`config.mk`:
```
export PLATFORM = sky130hd
export DESIGN_NAME = channel_select_isolation_ctrl
export DESIGN_NICKNAME = d
export VERILOG_FILES = /design/src/switch_ctrl_pkg.sv /design/src/channel_select_isolation_ctrl.sv
export SDC_FILE = /design/constraint.sdc
export NUM_CORES = 1
export LEC_CHECK = 0
export BUFFER_PORTS_ARGS = -buffer_cell sky130_fd_sc_hd__buf_4
export CORE_MARGIN = 2
export CORE_UTILIZATION = 50
export DETAILED_ROUTE_END_ITERATION = 7
export GPL_TIMING_DRIVEN = 0
export PLACE_DENSITY = 0.77
export SYNTH_ARGS = -nofsm -noshare
export SYNTH_HDL_FRONTEND = slang
export SYNTH_SLANG_ARGS = --single-unit
```
`constraint.sdc`:
```
create_clock -name aclk -period 4.9 [get_ports aclk]
set_input_delay 0.245 -clock aclk [delete_from_list [all_inputs] [get_ports aclk]]
set_output_delay 0.245 -clock aclk [all_outputs]
set_load 0.01 [all_outputs]
```
`src/switch_ctrl_pkg.sv`:
```
package switch_ctrl_pkg;
	localparam int CLK_HZ = 50_000_000;
	localparam int DEBOUNCE_MS = 10;
	localparam int DEBOUNCE_CYCLES = CLK_HZ / 1000 * DEBOUNCE_MS;
	localparam int DIP_MS = 100;
	localparam int DIP_CYCLES = CLK_HZ / 1000 * DIP_MS;
	localparam int BLINK_MS = 2000;
	localparam int BLINK_CYCLES = CLK_HZ / 1000 * BLINK_MS;
	localparam int BLINK_HALF_MS = 250;
	localparam int BLINK_HALF_CYCLES = CLK_HZ / 1000 * BLINK_HALF_MS;
	localparam logic [2:0] ISO_POS = 3'h4;
	localparam logic [2:0] FIRST_CH = 3'h0;
	localparam logic [7:0] CTRL_OFS = 8'h00;
	localparam logic [7:0] STATUS_OFS = 8'h04;
	localparam logic [7:0] DIP_OFS = 8'h08;
	localparam logic [7:0] MATCH_EN_OFS = 8'h0C;
	localparam logic [7:0] MATCH_CLS_OFS = 8'h10;
	localparam logic [7:0] MATCH_ID_OFS = 8'h14;
	localparam logic [7:0] MATCH_SER_OFS = 8'h18;
	localparam logic [7:0] BLOCK_OFS = 8'h1C;
	localparam int CTRL_ADMIN = 0;
	localparam int CTRL_COMMIT = 1;
	localparam int CTRL_BLACK = 2;
	localparam logic [7:0] SMARTCARD_CLASS = 8'h0B;
	localparam logic [15:0] CCID_REV_A = 16'h0110;
	localparam logic [15:0] CCID_REV_B = 16'h0100;
	localparam logic [15:0] USB_VER_MIN = 16'h0110;
	localparam logic [15:0] USB_VER_MAX = 16'h03FF;
	localparam logic [1:0] RESP_OKAY = 2'b00;
	localparam logic [1:0] RESP_SLVERR = 2'b10;
	typedef enum logic [3:0] {
		ST_POWERUP = 4'b0001,
		ST_NORMAL  = 4'b0010,
		ST_BLINK   = 4'b0100,
		ST_FAIL    = 4'b1000
	} state_type;
endpackage

```
`src/channel_select_isolation_ctrl.sv`:
```
// The register offsets and register access over AXI4-Lite were chosen for this implementation.
module channel_select_isolation_ctrl
	import switch_ctrl_pkg::*;
#(
	parameter int DEBOUNCE_LEN = DEBOUNCE_CYCLES,
	parameter int DIP_LEN      = DIP_CYCLES,
	parameter int BLINK_LEN    = BLINK_CYCLES,
	parameter int BLINK_HALF   = BLINK_HALF_CYCLES
) (
	input  wire logic        aclk,
	input  wire logic        aresetn,
	input  wire logic [7:0]  awaddr,
	input  wire logic        awvalid,
	output logic             awready,
	input  wire logic [31:0] wdata,
	input  wire logic [3:0]  wstrb,
	input  wire logic        wvalid,
	output logic             wready,
	output logic [1:0]       bresp,
	output logic             bvalid,
	input  wire logic        bready,
	input  wire logic [7:0]  araddr,
	input  wire logic        arvalid,
	output logic             arready,
	output logic [31:0]      rdata,
	output logic [1:0]       rresp,
	output logic             rvalid,
	input  wire logic        rready,
	input  wire logic [3:0]  btn,
	input  wire logic        mouse_req,
	input  wire logic [1:0]  mouse_ch,
	input  wire logic        freeze_btn,
	input  wire logic        default_sw,
	input  wire logic        self_test_done,
	input  wire logic        self_test_pass,
	input  wire logic        tamper,
	input  wire logic        dev_valid,
	input  wire logic [7:0]  dev_class,
	input  wire logic [7:0]  dev_subclass,
	input  wire logic [7:0]  dev_protocol,
	input  wire logic [15:0] dev_vid,
	input  wire logic [15:0] dev_pid,
	input  wire logic [31:0] dev_serial,
	input  wire logic [15:0] dev_ccid_rev,
	input  wire logic [15:0] dev_usb_ver,
	input  wire logic        dev_bus_powered,
	output logic [2:0]       km_sel,
	output logic [2:0]       audio_sel,
	output logic             audio_relay_on,
	output logic [2:0]       auth_sel,
	output logic             auth_power_en,
	output logic             auth_discharge_on,
	output logic             dev_enable,
	output logic             dev_reject,
	output logic [3:0]       led_channel,
	output logic [3:0]       led_audio,
	output logic [3:0]       led_auth,
	output logic             led_freeze,
	output logic             selftest_restart
);
	function automatic logic [31:0] merge(input logic [31:0] old, input logic [31:0] nw,
			input logic [3:0] strb);
		logic [31:0] r;
		r = old;
		for (int i = 0; i < 4; i++) begin
			if (strb[i]) begin
				r[i*8 +: 8] = nw[i*8 +: 8];
			end
		end
		return r;
	endfunction

	function automatic logic [3:0] onehot_ch(input logic [2:0] ch);
		return (ch == ISO_POS) ? 4'h0 : (4'h1 << ch[1:0]);
	endfunction

	////////////////////////////////////////////////////////////////////////////////
	// front panel inputs
	logic [5:0]  raw_s1;
	logic [5:0]  raw_s2;
	logic [5:0]  stable;
	logic [5:0]  stable_d;
	logic [31:0] db_cnt;
	wire  [5:0]  press = stable & ~stable_d;

	// one shared settle counter: it restarts only when all synced inputs match the stable state again or when it takes a new stable state
	always_ff @(posedge aclk) begin
		if (!aresetn) begin
			raw_s1 <= 6'h00;
			raw_s2 <= 6'h00;
			stable <= 6'h00;
			stable_d <= 6'h00;
			db_cnt <= 32'h0000_0000;
		end else begin
			raw_s1 <= {default_sw, freeze_btn, btn};
			raw_s2 <= raw_s1;
			stable_d <= stable;
			if (raw_s2 == stable) begin
				db_cnt <= 32'h0000_0000;
			end else if (db_cnt >= 32'(DEBOUNCE_LEN - 1)) begin
				stable <= raw_s2;
				db_cnt <= 32'h0000_0000;
			end else begin
				db_cnt <= db_cnt + 32'h0000_0001;
			end
		end
	end

	////////////////////////////////////////////////////////////////////////////////
	// system state
	state_type   state;
	logic [31:0] blink_cnt;
	logic [31:0] half_cnt;
	logic        blink_phase;
	wire         normal = (state == ST_NORMAL);
	wire         blink_done = (state == ST_BLINK) && (blink_cnt >= 32'(BLINK_LEN - 1));
	wire         fact_clear = blink_done;

	always_ff @(posedge aclk) begin
		if (!aresetn) begin
			state <= ST_POWERUP;
			selftest_restart <= 1'b0;
		end else begin
			selftest_restart <= blink_done;
			if (tamper) begin
				state <= ST_FAIL;
			end else begin
				unique case (state)
					ST_POWERUP: begin
						if (self_test_done) begin
							state <= self_test_pass ? ST_NORMAL : ST_FAIL;
						end
					end
					ST_NORMAL: begin
						if (press[5]) begin
							state <= ST_BLINK;
						end
					end
					ST_BLINK: begin
						if (blink_done) begin
							state <= ST_POWERUP;
						end
					end
					ST_FAIL: state <= ST_FAIL;
				endcase
			end
		end
	end

	always_ff @(posedge aclk) begin
		if (!aresetn || state != ST_BLINK) begin
			blink_cnt <= 32'h0000_0000;
			half_cnt <= 32'h0000_0000;
			blink_phase <= 1'b1;
		end else begin
			blink_cnt <= blink_cnt + 32'h0000_0001;
			if (half_cnt >= 32'(BLINK_HALF - 1)) begin
				half_cnt <= 32'h0000_0000;
				blink_phase <= ~blink_phase;
			end else begin
				half_cnt <= half_cnt + 32'h0000_0001;
			end
		end
	end

	////////////////////////////////////////////////////////////////////////////////
	// registers reached over the bus
	logic        admin_session;
	logic        black_list;
	logic        cfg_mode;
	logic [31:0] dip_len;
	logic [5:0]  match_en;
	logic [23:0] match_cls;
	logic [31:0] match_id;
	logic [31:0] match_ser;
	logic [3:0]  block_mask;
	logic        aw_held;
	logic        w_held;
	logic [7:0]  aw_q;
	logic [31:0] w_q;
	logic [3:0]  s_q;

	assign awready = !aw_held && !bvalid;
	assign wready = !w_held && !bvalid;
	assign arready = !rvalid;
	wire         do_write = aw_held && w_held && !bvalid;
	wire         wr_ctrl = do_write && (aw_q == CTRL_OFS);
	// filter settings only move while an administrator is logged in
	wire         wr_admin = do_write && admin_session;
	wire [31:0]  ctrl_val = {29'h0, black_list, 1'b0, admin_session};
	wire [31:0]  ctrl_new = merge(ctrl_val, w_q, s_q);
	wire [31:0]  cls_new = merge({8'h00, match_cls}, w_q, s_q);
	wire         wr_known = (aw_q == CTRL_OFS) || (aw_q == STATUS_OFS) || (aw_q == DIP_OFS)
		|| (aw_q == MATCH_EN_OFS) || (aw_q == MATCH_CLS_OFS) || (aw_q == MATCH_ID_OFS)
		|| (aw_q == MATCH_SER_OFS) || (aw_q == BLOCK_OFS);

	always_ff @(posedge aclk) begin
		if (!aresetn) begin
			aw_held <= 1'b0;
			w_held <= 1'b0;
			aw_q <= 8'h00;
			w_q <= 32'h0000_0000;
			s_q <= 4'h0;
			bvalid <= 1'b0;
			bresp <= RESP_OKAY;
		end else begin
			if (awvalid && awready) begin
				aw_held <= 1'b1;
				aw_q <= awaddr;
			end
			if (wvalid && wready) begin
				w_held <= 1'b1;
				w_q <= wdata;
				s_q <= wstrb;
			end
			if (do_write) begin
				aw_held <= 1'b0;
				w_held <= 1'b0;
				bvalid <= 1'b1;
				bresp <= wr_known ? RESP_OKAY : RESP_SLVERR;
			end else if (bvalid && bready) begin
				bvalid <= 1'b0;
			end
		end
	end

	// credentials and log live elsewhere; only switch settings return to defaults
	always_ff @(posedge aclk) begin
		if (!aresetn || fact_clear) begin
			admin_session <= 1'b0;
			black_list <= 1'b0;
			cfg_mode <= 1'b0;
			dip_len <= 32'(DIP_LEN);
			match_en <= 6'h00;
			match_cls <= 24'h00_0000;
			match_id <= 32'h0000_0000;
			match_ser <= 32'h0000_0000;
			block_mask <= 4'h0;
		end else begin
			if (wr_ctrl) begin
				admin_session <= ctrl_new[CTRL_ADMIN];
				if (admin_session) begin
					black_list <= ctrl_new[CTRL_BLACK];
				end
				if (ctrl_new[CTRL_ADMIN] && s_q[0] && w_q[CTRL_COMMIT]) begin
					cfg_mode <= 1'b1;
				end
			end
			if (wr_admin && aw_q == DIP_OFS) begin
				dip_len <= merge(dip_len, w_q, s_q);
			end
			if (wr_admin && aw_q == MATCH_EN_OFS) begin
				match_en <= w_q[5:0] & {6{s_q[0]}} | match_en & ~{6{s_q[0]}};
			end
			if (wr_admin && aw_q == MATCH_CLS_OFS) begin
				match_cls <= cls_new[23:0];
			end
			if (wr_admin && aw_q == MATCH_ID_OFS) begin
				match_id <= merge(match_id, w_q, s_q);
			end
			if (wr_admin && aw_q == MATCH_SER_OFS) begin
				match_ser <= merge(match_ser, w_q, s_q);
			end
			if (wr_admin && aw_q == BLOCK_OFS && s_q[0]) begin
				block_mask <= w_q[3:0];
			end
		end
	end

	////////////////////////////////////////////////////////////////////////////////
	// channel selection
	logic [2:0]  km_target;
	logic [2:0]  audio_target;
	logic [2:0]  auth_target;
	logic        freeze_on;
	logic        dip_active;
	logic [31:0] dip_cnt;
	logic [2:0]  btn_ch;
	always_comb begin
		btn_ch = ISO_POS;
		for (int i = 3; i >= 0; i--) begin
			if (press[i]) begin
				btn_ch = 3'(i);
			end
		end
	end
	// connected computers have no path to request a change
	wire         sel_req = normal && (btn_ch != ISO_POS || mouse_req);
	wire [2:0]   req_ch = (btn_ch != ISO_POS) ? btn_ch : {1'b0, mouse_ch};
	wire [2:0]   next_km = !normal ? ISO_POS : (km_target == ISO_POS) ? FIRST_CH
		: sel_req ? req_ch : km_target;
	wire [2:0]   next_follow = freeze_on ? audio_target : next_km;
	wire         auth_change = (next_follow != auth_target) && normal && !dip_active;
	wire         dip_end = dip_active && (dip_cnt + 32'h0000_0001 >= dip_len);
	wire         blocked = cfg_mode && (auth_target != ISO_POS) && block_mask[auth_target[1:0]];

	always_ff @(posedge aclk) begin
		if (!aresetn) begin
			km_target <= ISO_POS;
			audio_target <= ISO_POS;
			auth_target <= ISO_POS;
			freeze_on <= 1'b0;
			dip_active <= 1'b0;
			dip_cnt <= 32'h0000_0000;
		end else begin
			km_target <= next_km;
			audio_target <= next_follow;
			if (!normal) begin
				auth_target <= ISO_POS;
			end else if (auth_change) begin
				auth_target <= next_follow;
			end
			freeze_on <= normal && (freeze_on ^ press[4]);
			if (auth_change && auth_target != ISO_POS) begin
				dip_active <= 1'b1;
				dip_cnt <= 32'h0000_0000;
			end else if (!normal || dip_end) begin
				dip_active <= 1'b0;
			end else if (dip_active) begin
				dip_cnt <= dip_cnt + 32'h0000_0001;
			end
		end
	end

	////////////////////////////////////////////////////////////////////////////////
	// device qualification
	wire fixed_ok = (dev_class == SMARTCARD_CLASS) && dev_bus_powered
		&& (dev_ccid_rev == CCID_REV_A || dev_ccid_rev == CCID_REV_B);
	wire usb_ok = (dev_usb_ver >= USB_VER_MIN) && (dev_usb_ver <= USB_VER_MAX);
	wire [5:0] field_eq = {dev_serial == match_ser, dev_vid == match_id[15:0],
		dev_pid == match_id[31:16], dev_protocol == match_cls[23:16],
		dev_subclass == match_cls[15:8], dev_class == match_cls[7:0]};
	wire list_hit = (match_en != 6'h00) && (&(field_eq | ~match_en));
	// a white entry widens the default, a black entry narrows it
	wire cfg_ok = usb_ok && (black_list ? (fixed_ok && !list_hit) : (fixed_ok || list_hit));
	wire dev_accept = cfg_mode ? cfg_ok : fixed_ok;
	wire [2:0] next_auth = (!normal || dip_active || blocked) ? ISO_POS : auth_target;

	////////////////////////////////////////////////////////////////////////////////
	// outputs
	wire show = normal || (state == ST_BLINK && blink_phase);
	wire [3:0] all_on = {4{state == ST_BLINK && blink_phase}};

	always_ff @(posedge aclk) begin
		if (!aresetn) begin
			km_sel <= ISO_POS;
			audio_sel <= ISO_POS;
			auth_sel <= ISO_POS;
			audio_relay_on <= 1'b0;
			auth_power_en <= 1'b0;
			auth_discharge_on <= 1'b0;
			dev_enable <= 1'b0;
			dev_reject <= 1'b0;
			led_channel <= 4'h0;
			led_audio <= 4'h0;
			led_auth <= 4'h0;
			led_freeze <= 1'b0;
		end else begin
			km_sel <= km_target;
			audio_sel <= normal ? audio_target : ISO_POS;
			auth_sel <= next_auth;
			audio_relay_on <= normal;
			auth_power_en <= normal && !dip_active;
			auth_discharge_on <= dip_active;
			dev_enable <= dev_valid && dev_accept && (next_auth != ISO_POS);
			dev_reject <= dev_valid && !dev_accept;
			// no dimming path exists: lit whenever the unit is operative
			led_channel <= normal ? onehot_ch(km_target) : all_on;
			led_audio <= normal ? onehot_ch(audio_target) : all_on;
			led_auth <= normal ? onehot_ch(auth_target) : all_on;
			led_freeze <= show && (freeze_on || !normal);
		end
	end

	////////////////////////////////////////////////////////////////////////////////
	// read side
	wire [31:0] status_val = {13'h0, km_target, 1'b0, auth_target, 1'b0, audio_target,
		dev_accept, dip_active, freeze_on, cfg_mode, state};
	wire [31:0] rd_val = (araddr == CTRL_OFS) ? ctrl_val
		: (araddr == STATUS_OFS) ? status_val
		: (araddr == DIP_OFS) ? dip_len
		: (araddr == MATCH_EN_OFS) ? {26'h0, match_en}
		: (araddr == MATCH_CLS_OFS) ? {8'h00, match_cls}
		: (araddr == MATCH_ID_OFS) ? match_id
		: (araddr == MATCH_SER_OFS) ? match_ser
		: (araddr == BLOCK_OFS) ? {28'h0, block_mask} : 32'h0000_0000;
	wire rd_known = (araddr == CTRL_OFS) || (araddr == STATUS_OFS) || (araddr == DIP_OFS)
		|| (araddr == MATCH_EN_OFS) || (araddr == MATCH_CLS_OFS) || (araddr == MATCH_ID_OFS)
		|| (araddr == MATCH_SER_OFS) || (araddr == BLOCK_OFS);

	always_ff @(posedge aclk) begin
		if (!aresetn) begin
			rvalid <= 1'b0;
			rdata <= 32'h0000_0000;
			rresp <= RESP_OKAY;
		end else if (arvalid && arready) begin
			rvalid <= 1'b1;
			rdata <= rd_val;
			rresp <= rd_known ? RESP_OKAY : RESP_SLVERR;
		end else if (rvalid && rready) begin
			rvalid <= 1'b0;
		end
	end
endmodule

```
==> results.cfg <==
[floorplan]
rows = 71
fp.dieH_um = 198
die_area_mm2 = 0.0391
io_pins = 262
initial_core_util_pct = 50.4
die_w_um = 198
core_mm2 = 0.0373

[clock_tree]
root_buffer = clkbuf_16
clk_pin_slew_ns = 0.06
cts_tree = yes
clock_path_buffers = 3
numCtsBuffers = 43
cts.sinks = 411
h-tree-depth = 2
cts_setup_buffers = 0
clk-insertion-delay-late_ns = 0.58

[yosys]
synthAdderAreaFrac_pct = 2.40
netlist_instances = 2235
avgSynthCellArea_um2 = 8.41
synth-main-ff-cell = dfxtp_1
netlist_area_mm2 = 0.0188
synth_cell_types = 87
synth_top_family_by_area = simple AND/OR/NAND/NOR gates
synth_seq_cells = 411
synth_compound_area_share_pct = 14.3
synthSimpleGateAreaFrac_pct = 23.2
synth_edf_count = 0
synthXorXnorAreaFrac_pct = 10.2
yosysWarnings = 0
muxShareOfSynthArea_pct = 2.00
synth-async-reset-ratio_pct = 0
ys_seq_area_share_pct = 43.8

[setup_path]
arrival_ns = 5.08
rr_startpoint = dip_cnt[0]$_SDFFE_PP0P_
cp_max_fo = 10
r2r-end = dip_cnt[1]$_SDFFE_PP0P_
r2r_cells = 16
path_class = flop to flop
cp.required_ns = 5.36
start_kind = flop
cp-endpoint = dip_cnt[1]$_SDFFE_PP0P_
path_cells = ha_1 > and3_1 > clkbuf_1 > nand3_1 > nor3_1 > nand3_1 > xnor2_1 > ha_1 > and3_1 > o21a_1 > a21oi_1 > o2111ai_2 > a21oi_1 > buf_2 > mux2i_1 > nor2_1
setup.worst_path.start = dip_cnt[0]$_SDFFE_PP0P_
cp_slowest_cell = a21oi_1
cp-end-kind = flop
crit_path_max_incr_delay_ns = 0.43
r2r_slack_ns = 0.29

[global_routing]
grt_overflow = 0
grt_pass1_wl_mm = 91.9
grt_use_total_pct = 30.1
grt_max_degree = 14
grt_antenna_before_repair = 1
grt_pass1_vias = 17179

[final_layout]
nFillCells = 3190
finalNetCount = 2840
multi_input_area_mm2 = 0.00988
regArea_mm2 = 0.00823
mostFrequentLayoutCell = nand2_1
n_antenna_cell = 0
final_cell_mix = nand2_1, dfxtp_1, buf_4
drive_gt1_share_pct = 15.7
syn_to_final_growth_pct = 24.0

[worst_hold_path]
hold_path.class = input pin to flop
holdCritStartpoint = dev_ccid_rev[3]

[sta]
worst_slew_pin_slew_ns = 1.59
max_slew_margin_pct = -7.13
fin_ws_ns = 0.285
final-hold-violation-count = 0
period_needed_ns = 4.61
max_freq_ghz = 0.217
rsz0062_at_grt = false
fin_crit_sh_pct = 94.2
finalMaxSlewViolations = 3
setup_tns_ns = 0
setup_viol = 0
fin_skew_ns = 0.0111

[place]
io_buffers = 253
detailed_place_hpwl_mm = 45.2
dp_slack_ns = 0.379
gp_congestion = 0.991

[power]
intPower_w = 0.00544
power.density_mw_per_mm2 = 306
power_leakage_nw = 8.75
power.switching_w = 0.00169
p_clk_share_pct = 45.1
comb_power_share_pct = 6.6
netSwitchingFraction_pct = 23.7
peakVddDrop_mv = 0.233
power_frac_seq_pct = 48.3

[routing]
met2_length_mm = 27.4
remaining_drc_errors = 0
wl_met3_mm = 4.74
antenna_left = 0
via_count = 17882
routedWlPerCell_um = 19.2
drtPass1Iterations = 8
viasPerCell = 5.73
drtIter0Drc = 1414
wl_met1_mm = 25.2
highest_layer = met5
wirelength_mm = 59.8

[run_status]
run_status = complete, but fails checks
failed_checks = max-capacitance violations, max-slew violations

[run]
cap_viol_max_count = 1
[metrics by stage]
| stage | std cells | area, um2 | utilization [%] | hold slack (ns) | total power, W |
|---|---|---|---|---|---|
| floorplan | 2257 | 18900 | - | 0.345 | 0.00370 |
| global placement | 2984 | 21400 | 57.3 | 0.420 | 0.00393 |
| detailed placement | 2984 | 21400 | 57.3 | 0.427 | 0.00394 |
| CTS | 3119 | 23300 | 62.4 | 0.0455 | 0.00715 |
| global route | 3119 | 23300 | 62.5 | 0.0687 | 0.00734 |
| finish | 3119 | 23300 | 62.5 | 0.0573 | 0.00713 |
[per-layer routing]
metal / GRT usage (%) / vias to the layer above
li1: - / 8402
met1: 39.0 / 8506
met2: 50.1 / 815
met3: 4.39 / 157
met4: 12.8 / 2
met5: 0 / -
[synth_stat cells (5+ instances only)]
library cell | count | share of area [%]
nand2_1 | 426 | 8.5
nor3_1 | 22 | 0.59
a21o_1 | 12 | 0.48
nand4_1 | 39 | 1.3
xor2_1 | 84 | 3.9
and2_1 | 42 | 1.4
buf_2 | 36 | 0.96
a211oi_1 | 26 | 1.0
or3_1 | 6 | 0.20
a211o_1 | 9 | 0.42
buf_1 | 6 | 0.12
a31oi_1 | 19 | 0.63
nor2b_1 | 10 | 0.33
o21ai_0 | 21 | 0.56
nor4_1 | 27 | 0.90
mux2i_1 | 32 | 1.7
or2_2 | 5 | 0.17
and3_1 | 21 | 0.70
o41ai_1 | 7 | 0.33
buf_4 | 7 | 0.28
a222oi_1 | 28 | 1.5
clkbuf_1 | 62 | 1.2
nand3_1 | 57 | 1.5
and4_1 | 7 | 0.33
nor2_1 | 223 | 4.5
nand3b_1 | 8 | 0.32
ha_1 | 36 | 2.4
nand2b_1 | 14 | 0.47
o21a_1 | 9 | 0.36
a21oi_1 | 222 | 5.9
o211ai_1 | 10 | 0.40
xnor2_1 | 135 | 6.3
inv_1 | 62 | 1.2
dfxtp_1 | 411 | 44
nor4b_1 | 6 | 0.28
[kinds of logic (layout without fill, tap and decap cells)]
logic type | Yosys count | count (layout)
and+or+nand+nor | 940 | 940
AOI/OAI and AO/OA | 414 | 414
DFF | 411 | 411
xor gates and xnor gates | 219 | 219
buffers and inverters | 179 | 567
adders and majority gates | 36 | 36
muxes | 35 | 35
other | 1 | 23
[registers in the layout (all words and copies together) (netlist names), 6 cells and up, named ones only]
register,flops
aw_q,8
blink_cnt,32
db_cnt,32
dip_cnt,32
dip_len,32
half_cnt,32
match_cls,24
match_id,32
match_ser,32
raw_s1,6
raw_s2,6
rdata,32
stable,6
stable_d,6
w_q,32
[critical path: cells and delay by family (launching register included)]
kind | cells | cell delay [ns]
buf+inv | 2 | 0.54
xor+xnor | 1 | 0.23
fa+ha+maj | 2 | 0.52
mux | 1 | 0.25
simple gates | 6 | 1.27
compound gates | 4 | 1.30
flops | 1 | 0.40
[repair_timing]
| action | CTS | global route |
|---|---|---|
| hold endpoints to repair | 58 | 0 |
| endpoints found under the setup margin | 0 | 19 |
| hold buffers | 56 | 0 |
| gates resized for setup | 0 | 1 |
[power groups by stage]
stage	clock [W]	sequential, W	combinational (W)
floorplan	0	0.00349	0.000201
global placement	0	0.00351	0.000416
global route	0.00339	0.00345	0.000504
finish	0.00322	0.00344	0.000471
detailed placement	0	0.00352	0.000423
CTS	0.00325	0.00344	0.000462
[worst min path at each step]
stage	cells past startpoint	to
3_5_place_dp	1	raw_s2[5]$_SDFF_PN0_
6_report	4	dev_enable$_SDFF_PN0_
3_3_place_gp	1	raw_s2[2]$_SDFF_PN0_
4_1_cts	4	dev_enable$_SDFF_PN0_
2_1_floorplan	1	rvalid$_SDFFE_PN0P_
5_1_grt	4	dev_enable$_SDFF_PN0_
[layout make-up]
class	instances	area share, %
Multi-Input combinational cell	1667	42.4
Sequential cell	411	35.3
Timing Repair Buffer	309	10.6
Clock buffer	58	5.12
Tap cell	474	2.54
Buffer	115	2.26
Inverter	64	1.03
Clock inverter	21	0.762
Power figures use the tool's default switching activity.
